## config.mk

```make
export PLATFORM = sky130hd
export DESIGN_NAME = fsmd_display
export DESIGN_NICKNAME = d
export VERILOG_FILES = /design/src/hw/fsmd_pkg.sv /design/src/hw/fsmd_display.sv
export SDC_FILE = /design/constraint.sdc
export NUM_CORES = 1
export LEC_CHECK = 0
export ABC_AREA = 1
export BUFFER_PORTS_ARGS = -buffer_cell sky130_fd_sc_hd__buf_2
export CAP_MARGIN = 20
export CORE_AREA = 2 2 100 102
export DETAILED_ROUTE_END_ITERATION = 12
export DIE_AREA = 0 0 102 104
export GPL_ROUTABILITY_DRIVEN = 0
export PLACE_DENSITY = 0.79
export SLEW_MARGIN = 15
export SYNTH_ARGS = -nofsm -noshare
export SYNTH_HDL_FRONTEND = slang
export SYNTH_SLANG_ARGS = --single-unit
```

## constraint.sdc

```tcl
create_clock -name sys_clk -period 3 [get_ports sys_clk]
set_input_delay 0.45 -clock sys_clk [delete_from_list [all_inputs] [get_ports sys_clk]]
set_output_delay 0.45 -clock sys_clk [all_outputs]
set_load 0.01 [all_outputs]
```

## src/hw/fsmd_pkg.sv

```systemverilog
// constants, display modes and glyph font for the fault status matrix display
package fsmd_pkg;

  // ***************************************************
  // timing
  // ***************************************************
  localparam int CLK_HZ          = 10_000_000;
  localparam int FLASH_HALF_MS   = 500;
  localparam int FLASH_HALF_CYC  = FLASH_HALF_MS * (CLK_HZ / 1000);

  // ***************************************************
  // matrix geometry and numbering
  // ***************************************************
  localparam int MATRIX_COLS     = 5;
  localparam int MATRIX_ROWS     = 7;
  localparam int MATRIX_DOTS     = MATRIX_COLS * MATRIX_ROWS;
  localparam int QUEUE_DEPTH     = 4;
  localparam logic [4:0] NUM_MIN = 5'h01;
  localparam logic [4:0] NUM_MAX = 5'h14;
  localparam logic [4:0] NUM_TEN = 5'h0a;

  // ***************************************************
  // glyph codes
  // ***************************************************
  localparam logic [3:0] GLYPH_A      = 4'ha;
  localparam logic [3:0] GLYPH_B      = 4'hb;
  localparam logic [3:0] GLYPH_C      = 4'hc;
  localparam logic [3:0] GLYPH_CIRCLE = 4'hd;
  localparam logic [3:0] GLYPH_ZERO   = 4'h0;

  // queued clearable fault kinds
  localparam logic QK_USER    = 1'b1;
  localparam logic QK_MONITOR = 1'b0;

  typedef enum logic [2:0] {
    FSMD_M_FAIL_FLASH = 3'b000,
    FSMD_M_ALL_ON     = 3'b001,
    FSMD_M_INIT       = 3'b010,
    FSMD_M_INIT_ERR   = 3'b011,
    FSMD_M_COMM       = 3'b100,
    FSMD_M_QUEUED     = 3'b101,
    FSMD_M_NUMBER     = 3'b110
  } fsmd_mode_e;

  // rows top to bottom, bit 4 of a row is the leftmost column
  function automatic logic [MATRIX_DOTS-1:0] fsmd_glyph(input logic [3:0] code);
    logic [MATRIX_DOTS-1:0] g;
    g = '0;
    case (code)
      4'h0:    g = {5'h0e, 5'h11, 5'h13, 5'h15, 5'h19, 5'h11, 5'h0e};
      4'h1:    g = {5'h04, 5'h0c, 5'h04, 5'h04, 5'h04, 5'h04, 5'h0e};
      4'h2:    g = {5'h0e, 5'h11, 5'h01, 5'h02, 5'h04, 5'h08, 5'h1f};
      4'h3:    g = {5'h1f, 5'h02, 5'h04, 5'h02, 5'h01, 5'h11, 5'h0e};
      4'h4:    g = {5'h02, 5'h06, 5'h0a, 5'h12, 5'h1f, 5'h02, 5'h02};
      4'h5:    g = {5'h1f, 5'h10, 5'h1e, 5'h01, 5'h01, 5'h11, 5'h0e};
      4'h6:    g = {5'h06, 5'h08, 5'h10, 5'h1e, 5'h11, 5'h11, 5'h0e};
      4'h7:    g = {5'h1f, 5'h01, 5'h02, 5'h04, 5'h08, 5'h08, 5'h08};
      4'h8:    g = {5'h0e, 5'h11, 5'h11, 5'h0e, 5'h11, 5'h11, 5'h0e};
      4'h9:    g = {5'h0e, 5'h11, 5'h11, 5'h0f, 5'h01, 5'h02, 5'h0c};
      4'ha:    g = {5'h0e, 5'h11, 5'h11, 5'h1f, 5'h11, 5'h11, 5'h11};
      4'hb:    g = {5'h10, 5'h10, 5'h16, 5'h19, 5'h11, 5'h11, 5'h1e};
      4'hc:    g = {5'h0e, 5'h11, 5'h10, 5'h10, 5'h10, 5'h11, 5'h0e};
      4'hd:    g = {5'h00, 5'h0e, 5'h11, 5'h11, 5'h11, 5'h0e, 5'h00};
      default: g = '0;
    endcase
    return g;
  endfunction

endpackage

```

## src/hw/fsmd_display.sv

```systemverilog
// fault status matrix display: priority, clearable fault queue, flashing, glyph output
// Functional notes
// - normal operation shows configured module number 1 to 20, not clearable
// - an active user, monitoring or communication fault replaces the number with a category letter
// - flashing alternates the pattern slowly with a fully dark matrix
// - user diagnostic event shows A, program runs, clearable by acknowledge
// - startup: program halted, all dots off, circle and phase numbers, not clearable
// - module failure flashes all 35 dots, program stopped, not clearable
// - partial power or main logic failure lights all dots steadily, not clearable
// - acknowledge clears clearable fault, then the next pending fault shows
// - button level is also offered as a digital input
// - output drives a five column by seven row dot matrix
// - monitoring errors show b, program runs, clearable by acknowledge
// - init error shows 0, flashing if local, steady if remote, not clearable
// - communication error shows C, program runs, not clearable
module fsmd_display #(
  parameter int FLASH_CYC = fsmd_pkg::FLASH_HALF_CYC,
  parameter int DEPTH     = fsmd_pkg::QUEUE_DEPTH
) (
  input  wire logic        sys_clk,
  input  wire logic        reset,
  input  wire logic [4:0]  module_number,
  input  wire logic        init_active,
  input  wire logic [3:0]  init_phase,
  input  wire logic        module_fail,
  input  wire logic        steady_fail,
  input  wire logic        init_error,
  input  wire logic        init_error_local,
  input  wire logic        comm_error,
  input  wire logic        user_fault_event,
  input  wire logic        monitor_fault_event,
  input  wire logic        acknowledge_button,
  output logic [fsmd_pkg::MATRIX_DOTS-1:0] dots,
  output logic             program_halt,
  output logic             button_input_block
);

  localparam int QW = $clog2(DEPTH);
  localparam logic [QW:0] DEPTH_C = (QW + 1)'(DEPTH);
  localparam logic [31:0] FLASH_LAST = 32'(FLASH_CYC - 1);

  // ***************************************************
  // state
  // ***************************************************
  typedef struct packed {
    logic [31:0]                      flash_cnt;
    logic                             flash_on;
    logic                             btn_prev;
    logic                             button_level;
    logic [DEPTH-1:0]                 q;
    logic [QW-1:0]                    head;
    logic [QW:0]                      count;
    logic [fsmd_pkg::MATRIX_DOTS-1:0] dots;
    logic                             halt;
  } fsmd_state_s;

  fsmd_state_s         st;
  fsmd_state_s         next_st;
  fsmd_pkg::fsmd_mode_e mode;
  logic                ack_edge;
  logic                pop;

  // ***************************************************
  // next state
  // ***************************************************
  always_comb
  begin
    logic [QW-1:0] hd;
    logic [QW:0]   cnt;
    logic [4:0]    units;
    logic [3:0]    tens;
    hd    = st.head;
    cnt   = st.count;
    units = module_number;
    tens  = 4'h0;
    next_st = st;

    // slow blink clock shared by every flashing pattern
    if (st.flash_cnt >= FLASH_LAST)
    begin
      next_st.flash_cnt = '0;
      next_st.flash_on  = ~st.flash_on;
    end
    else
    begin
      next_st.flash_cnt = st.flash_cnt + 32'h1;
    end

    next_st.btn_prev     = acknowledge_button;
    next_st.button_level = acknowledge_button;

    // whole-matrix failures outrank everything else
    if (module_fail)
      mode = fsmd_pkg::FSMD_M_FAIL_FLASH;
    else if (steady_fail)
      mode = fsmd_pkg::FSMD_M_ALL_ON;
    else if (init_active)
      mode = fsmd_pkg::FSMD_M_INIT;
    else if (init_error)
      mode = fsmd_pkg::FSMD_M_INIT_ERR;
    else if (comm_error)
      mode = fsmd_pkg::FSMD_M_COMM;
    else if (st.count != '0)
      mode = fsmd_pkg::FSMD_M_QUEUED;
    else
      mode = fsmd_pkg::FSMD_M_NUMBER;

    // only the fault actually on display may be acknowledged
    ack_edge = acknowledge_button & ~st.btn_prev;
    pop      = ack_edge && (mode == fsmd_pkg::FSMD_M_QUEUED);
    if (pop)
    begin
      hd  = hd + QW'(1);
      cnt = cnt - (QW + 1)'(1);
    end
    // arrivals in the pop cycle are kept: set wins over clear
    if (user_fault_event && (cnt < DEPTH_C))
    begin
      next_st.q[hd + cnt[QW-1:0]] = fsmd_pkg::QK_USER;
      cnt = cnt + (QW + 1)'(1);
    end
    if (monitor_fault_event && (cnt < DEPTH_C))
    begin
      next_st.q[hd + cnt[QW-1:0]] = fsmd_pkg::QK_MONITOR;
      cnt = cnt + (QW + 1)'(1);
    end
    next_st.head  = hd;
    next_st.count = cnt;

    // two-digit numbers alternate tens and units at the blink rate
    if (module_number >= fsmd_pkg::NUM_MAX)
    begin
      tens  = 4'h2;
      units = module_number - fsmd_pkg::NUM_MAX;
    end
    else if (module_number >= fsmd_pkg::NUM_TEN)
    begin
      tens  = 4'h1;
      units = module_number - fsmd_pkg::NUM_TEN;
    end

    case (mode)
      fsmd_pkg::FSMD_M_FAIL_FLASH:
        next_st.dots = st.flash_on ? '1 : '0;
      fsmd_pkg::FSMD_M_ALL_ON:
        next_st.dots = '1;
      fsmd_pkg::FSMD_M_INIT:
        if (init_phase == 4'h0)
          next_st.dots = '0;
        else if (st.flash_on)
          next_st.dots = fsmd_pkg::fsmd_glyph(fsmd_pkg::GLYPH_CIRCLE);
        else
          next_st.dots = fsmd_pkg::fsmd_glyph(init_phase);
      fsmd_pkg::FSMD_M_INIT_ERR:
        if (init_error_local && !st.flash_on)
          next_st.dots = '0;
        else
          next_st.dots = fsmd_pkg::fsmd_glyph(fsmd_pkg::GLYPH_ZERO);
      fsmd_pkg::FSMD_M_COMM:
        next_st.dots = fsmd_pkg::fsmd_glyph(fsmd_pkg::GLYPH_C);
      fsmd_pkg::FSMD_M_QUEUED:
        next_st.dots = fsmd_pkg::fsmd_glyph(st.q[st.head] == fsmd_pkg::QK_USER
                                            ? fsmd_pkg::GLYPH_A : fsmd_pkg::GLYPH_B);
      fsmd_pkg::FSMD_M_NUMBER:
        if (tens != 4'h0 && !st.flash_on)
          next_st.dots = fsmd_pkg::fsmd_glyph(tens);
        else
          next_st.dots = fsmd_pkg::fsmd_glyph(units[3:0]);
      default:
        next_st.dots = '1;
    endcase

    next_st.halt = module_fail | steady_fail | init_active | init_error;
  end

  always_ff @(posedge sys_clk or posedge reset)
  begin
    if (reset)
      st <= '0;
    else
      st <= next_st;
  end

  assign dots               = st.dots;
  assign program_halt       = st.halt;
  assign button_input_block = st.button_level;

  logic hi_prio;
  assign hi_prio = module_fail | steady_fail | init_active | init_error | comm_error;
endmodule

```

==> results of run 1 <==
## worst max-delay path by stage
| stage | startpoint | to |
|---|---|---|
| after floorplan | reset | button_input_block |
| after CTS | st[36] | st[41] |
| final | st[36] | st[41] |
| after detailed placement | module_number[2] | dots[28] |
| after global placement | st[36] | st[42] |
| after global routing | st[36] | st[41] |
## cell usage in the layout (no fill, tap or decap), drive strengths merged, types with 2 or more instances in the layout
cell      n
o211ai    8
inv      88
xnor2     3
nor4      4
nand3    71
a21oi    31
nor3     15
nor3b     3
nand2   193
o31ai     2
clkbuf   11
xor2     13
a31oi     8
buf      63
nor2     82
ha       25
dfrtp    78
nand4    20
conb      9
bufinv    2
o21ai    36
clkinv    5
## power by group through the flow
| stage | clock, W | combinational, W | sequential (W) |
|---|---|---|---|
| final | 0.000895 | 0.000938 | 0.00123 |
| after global routing | 0.000960 | 0.00106 | 0.00124 |
| after global placement | 0 | 0.000896 | 0.00124 |
| after floorplan | 0 | 0.000791 | 0.00121 |
| after detailed placement | 0 | 0.000916 | 0.00125 |
| after CTS | 0.000907 | 0.000924 | 0.00123 |
## state kept, by name, summed over array words and instances, names as in the netlist
register            flops
button_input_block      1
dots                   34
program_halt            1
st                     42
## layout make-up
| type | instances | area [um^2] |
|---|---|---|
| well taps | 133 | 166 |
| multi-input cells | 529 | 2910 |
| flip-flops and latches | 78 | 1950 |
| clock inverters | 5 | 82.6 |
| repair buffers | 63 | 345 |
| fillers | 866 | 3610 |
| clock buffers | 11 | 141 |
| inverters | 90 | 338 |
## critical path, stage by stage, from the launching register on
cell     delay [ps]
dfrtp_1         440
inv_1           110
ha_1            240
nand2_4         100
nand2_2          50
nand2_2          50
nand2_2          70
nand2_4         160
nand3_1         100
nand2_1          90
nand2_2          90
nand2_4         110
xor2_4          200
ha_2            250
inv_1            50
nand3_1         120
nand2_4          80
inv_2            50
nand2_2          60
nand2_2          60
nand2_1          50
nand2_1          90
inv_1            50
## routing by layer
metal  vias up  GRT usage (%)
li1       2430              -
met5         -              0
met4         2           12.7
met1      2271           34.7
met3        64           6.72
met2       279           38.7
## synth_stat cells (3+ instances only)
cell | instances | area, um^2
nand2_1 | 174 | 653
dfrtp_1 | 78 | 1950
inv_1 | 77 | 289
nor2_1 | 71 | 267
nand3_1 | 66 | 330
buf_4 | 37 | 278
o21ai_0 | 36 | 180
a21oi_1 | 28 | 140
ha_1 | 25 | 313
nand4_1 | 18 | 113
nand2_2 | 12 | 75.1
nor3_1 | 12 | 60.1
xor2_1 | 12 | 105
inv_2 | 11 | 41.3
a31oi_1 | 7 | 43.8
nand2_4 | 7 | 78.8
o211ai_1 | 7 | 52.6
nor2_4 | 6 | 67.6
clkbuf_1 | 5 | 18.8
nor2_2 | 5 | 31.3
buf_6 | 4 | 45.0
nor4_1 | 4 | 25.0
a21oi_2 | 3 | 26.3
buf_1 | 3 | 11.3
nand3_4 | 3 | 52.6
nor3b_1 | 3 | 22.5
xnor2_1 | 3 | 26.3
## through the flow
| stage | hold WS [ps] | total power [W] | setup WS (ps) | utilization (%) |
|---|---|---|---|---|
| 6_report | 38.3 | 0.00306 | 213 | 62.2 |
| 5_1_grt | 49.0 | 0.00326 | 23.2 | 62.2 |
| 4_1_cts | 39.2 | 0.00306 | 164 | 62.0 |
| 3_5_place_dp | 438 | 0.00216 | 225 | 59.6 |
| 3_3_place_gp | 425 | 0.00214 | 372 | 59.6 |
| 2_1_floorplan | 433 | 0.00201 | 555 | - |
## what timing repair did
action | 4_1_cts | 5_1_grt
resized for setup | 0 | 1
setup endpoints to repair | 0 | 2
buffers inserted | 0 | 2
## kinds of logic (layout without fill, tap and decap cells)
group / after synthesis / after routing / share of synthesized area, %
AOI/OAI and AO/OA: 91 / 91 / 9.72
xor gates and xnor gates: 16 / 16 / 2.87
buffers and inverters: 142 / 169 / 12.9
and+or+nand+nor: 388 / 388 / 33.6
adders and majority gates: 25 / 25 / 5.64
DFF: 78 / 78 / 35.2
other: 1 / 9 / 0.0676
==> reports/metrics.cfg, run 1 <==
[final_layout]
area_growth_pct = 7.04
layout-drive-gt1-share_pct = 17.7
final_cells = 909
fin_area_um2 = 5940
nNetsFinal = 816
num_antenna_cells = 0

[route]
drt-total-wl_um = 13200
drc_errors = 0
viasPerCell = 5.55
firstDrtPassIters = 7
routed-wl-met3_um = 1140
first_iter_violations = 513
wl_met2_um = 5900
wl_met1_um = 5470
vias = 5046
wl_per_cell_um = 14.5
highest_layer = met5
antenna_left = 0

[critical_path]
r2r_end = st[41]
r2r_setup_slack_ps = 210
end_kind = flop
crit_fanout = 14
critPathKind = reg -> reg
start_kind = flop
r2r_start = st[36]
reg2regPathDepth = 22
crit_required_ps = 3250
worstPathArrival_ps = 3040

[yosys]
synth_edf_count = 0
yosys_warnings = 0
synthesis.area_um2 = 5550
synthArstFlopShare_pct = 100
synthFlopType = dfrtp_1
synth_cell_types = 45
synth-seq-cells = 78
synth_seq_area_share_pct = 35.2
avgSynthCellArea_um2 = 7.48
syn_inst = 741

[global_routing]
grt_max_degree = 66
grt_antenna_before_repair = 1
grt_remaining_overflow = 0
grt_pass1_wl_um = 21800
gr-usage-all-layers_pct = 25.9
grt_pass1_vias = 4662

[floorplanning]
die_w_um = 102
fp.dieArea_um2 = 10600
ios = 57
core_um2 = 9550
start_util_pct = 58.1
fp.dieH_um = 104
rows = 36

[sta]
slew_headroom_pct = 62.4
min_period_ps = 2790
finalHoldViolCount = 0
skew_ps = 12.7
layout_worst_path_cycle_share_pct = 92.9
worstMarginPinSlew_ps = 563
fmax_ghz = 0.359
slew_violations = 0
rsz0062_at_grt = no
setup_violations = 0
tns_ps = 0

[clocking]
clk_pin_slew_ps = 90
clock_path_buffers = 2
cts-root-buf = clkbuf_8
cts_made_buffers = 9
cts_tree = done
clock-sinks = 78
clk-insertion-delay-late_ps = 360
htree_num_levels = 3
ctsHoldBuffers = 0

[pwr]
p_clk_share_pct = 29.2
ir_worst_vdd_uv = 341
power_frac_seq_pct = 40.1
power.share.combinational_pct = 30.6
power_density_nw_per_um2 = 516
switching_share_pct = 35.8
power.leakage_nw = 3.04
p_int_w = 0.00197
switchingPower_w = 0.00110

[placed_design]
place_hpwl_um = 10100
io_buffer_count = 56
dp_cells = 891
place_area_um2 = 5690

[min_path]
hold_path.class = in -> async

[flow_run]
drv_cap = 0

[outcome]
outcome = completed

Note: power is estimated with default switching activity, not from simulation.
==> run 2: changes to the inputs <==
CORE_AREA = 2 2 121 123   (was 2 2 100 102)
DIE_AREA = 0 0 123 125   (was 0 0 102 104)
PLACE_DENSITY = not set   (was 0.79)
==> run 2 against run 1 <==
Net effect: clock skew decreased by 7.3 ps; power grew 7.1%; routed wire length up 2.8%; count of clock-buffer cells in the layout decreased by 2; largest power group unchanged.
==> reports/metrics.cfg, run 2 (synthesis gave the netlist of run 1 again) <==
[sta]
rsz0062_at_grt = no
layout_worst_path_cycle_share_pct = 91.4  ; -1.5 points
fmax_ghz = 0.365  ; +1.6%
worstMarginPinSlew_ps = 610  ; +46.9 ps
skew_ps = 5.34  ; -7.31 ps
setup_ws_ps = 258  ; +44.6 ps
setup_violations = 0  ; unchanged
min_period_ps = 2740  ; -44.6 ps
finalHoldViolCount = 0  ; unchanged
tns_ps = 0  ; unchanged
slew_violations = 0  ; unchanged
slew_headroom_pct = 59.3  ; -3.1 points

[final_layout]
fill_cells = 1474  ; +70%
multi_input_area_um2 = 2910  ; about the same
area_growth_pct = 9.50
largest_register_ffs = 42  ; unchanged
layout-drive-gt1-share_pct = 17.5  ; -0.11 points
largest_register = st
nNetsFinal = 815  ; -0.12%
layout_commonest_cell = nand2_1
num_antenna_cells = 0  ; unchanged
seq_area_um2 = 1950  ; unchanged
mostFrequentLayoutCells = nand2_1, dfrtp_1, inv_1, nor2_1, nand3_1

[route]
wl_per_cell_um = 14.2  ; -2.6%
vias = 4830  ; -4.3%
first_iter_violations = 517  ; +0.78%
drc_errors = 0  ; unchanged
drt-total-wl_um = 13600  ; +2.8%
antenna_left = 0  ; unchanged
viasPerCell = 5.04  ; -9.3%
firstDrtPassIters = 6  ; -1

[flow_run]
drv_cap = 0  ; unchanged

[global_routing]
grt_max_degree = 49  ; -26%
grt_antenna_before_repair = 0  ; -1
grt_remaining_overflow = 0  ; unchanged
gr-usage-all-layers_pct = 18.5  ; -7.4 points
grt_pass1_vias = 4511  ; -3.2%
grt_pass1_wl_um = 22400  ; +2.3%

[clocking]
cts_tree = done
cts.repair.resized = 0  ; unchanged
clk-insertion-delay-late_ps = 350  ; about the same
cts_setup_buffers = 0  ; unchanged
clock-sinks = 78  ; unchanged
ctsHoldBuffers = 0  ; unchanged
cts-root-buf = clkbuf_16
clock_path_buffers = 2  ; unchanged
clk_pin_slew_ps = 60  ; -30 ps
htree_num_levels = 3  ; unchanged
cts_made_buffers = 9  ; unchanged

[pwr]
power_frac_seq_pct = 37.3  ; -2.8 points
switching_share_pct = 35.1  ; -0.73 points
ir_worst_vdd_uv = 305  ; -11%
p_clk_share_pct = 34.1  ; +4.9 points
p_int_w = 0.00213  ; +8.3%
power_density_nw_per_um2 = 540  ; +4.7%
power.share.combinational_pct = 28.6  ; -2.0 points
switchingPower_w = 0.00115  ; +4.9%
power.leakage_nw = 3.07  ; +1.1%

[critical_path]
startpoint = st[36]
start_kind = flop
crit_slowest_cell = dfrtp_1
r2r_start = st[36]
worstPathArrival_ps = 2980  ; -60 ps
crit_required_ps = 3240  ; about the same
cp_num_buf_inv = 4  ; unchanged
reg2regPathDepth = 20  ; -9.1%
critPathKind = reg -> reg
worst-path-stages = 20  ; -9.1%
end_kind = flop
crit_fanout = 13  ; -1
slowest_delay_ps = 410  ; -30 ps
crit_chain = inv_1 > ha_1 > nand2_4 > nor2_2 > nor2_4 > nand3_1 > nand2_1 > nand2_2 > nand2_4 > xor2_4 > ha_1 > inv_1 > nand3_1 > nand2_4 > inv_2 > nand2_2 > nand2_2 > nand2_1 > nand2_1 > inv_1
cpLargestDelayFamily = simple AND/OR/NAND/NOR gates

[floorplanning]
fp.dieArea_um2 = 15400  ; +45%
fp.dieH_um = 125  ; +20%
die_w_um = 123  ; +21%
ios = 57  ; unchanged
start_util_pct = 39.0  ; -19 points
rows = 44  ; +22%
core_um2 = 14200  ; +49%

[placed_design]
pre_cts_ws_ps = 206  ; -18.9 ps
place_hpwl_um = 10500  ; +4.4%
io_buffer_count = 56  ; unchanged

[outcome]
outcome = completed

[min_path]
hold_path.class = in -> async

==> run 2: changes by cell type in the layout (fill, tap and decap cells not counted), sizes merged <==
cell,change
buf,-1
bufinv,-1
clkbuf,-2
clkinvlp,+1
inv,+2
==> run 2: final cells by class <==
type / count / area share (%)
inverter: 90 / 5.58
clock buffer: 9 / 3.71
tap: 184 / 3.79
multi-input combinational: 529 / 47.9
clock inverter: 7 / 1.32
sequential: 78 / 32.1
timing repair buffer: 62 / 5.56
==> run 2: path summary, 6_finish.rpt <==
path                                 endpoint  slack, ps
hold reg to reg                        st[48]        470
max in group asynchronous            dots[16]       2220
min in group sys_clk       button_input_block        220
setup reg to reg                       st[41]        260
hold / removal                         st[69]        150
setup / recovery                       st[41]        260
==> run 2: per-stage QoR <==
step           total power (W)  utilization [%]  instance area [um^2]  hold slack [ps]  std cells
6_report               0.00328             42.8                  6070              153        959
4_1_cts                0.00332             42.8                  6070              166        959
3_5_place_dp           0.00218             40.6                  5770              464        943
5_1_grt                0.00351             42.8                  6070              200        959
2_1_floorplan          0.00201                -                  5580              433        749
3_3_place_gp           0.00217             40.6                  5770              457        943
==> run 2: metal layers <==
metal	routed length [um]	GRT usage, %	vias up
li1	-	-	2418
met1	6140	26.2	2170
met2	5930	27.0	209
met3	1030	4.15	33
met4	473	8.02	0
met5	0	0	-
==> run 2: power by group through the flow <==
stage	registers (W)	logic (W)	clock network (W)
finish	0.00122	0.000938	0.00112
global route	0.00124	0.00106	0.00121
CTS	0.00123	0.000938	0.00116
detailed placement	0.00124	0.000932	0
global placement	0.00125	0.000928	0
floorplan	0.00121	0.000791	0
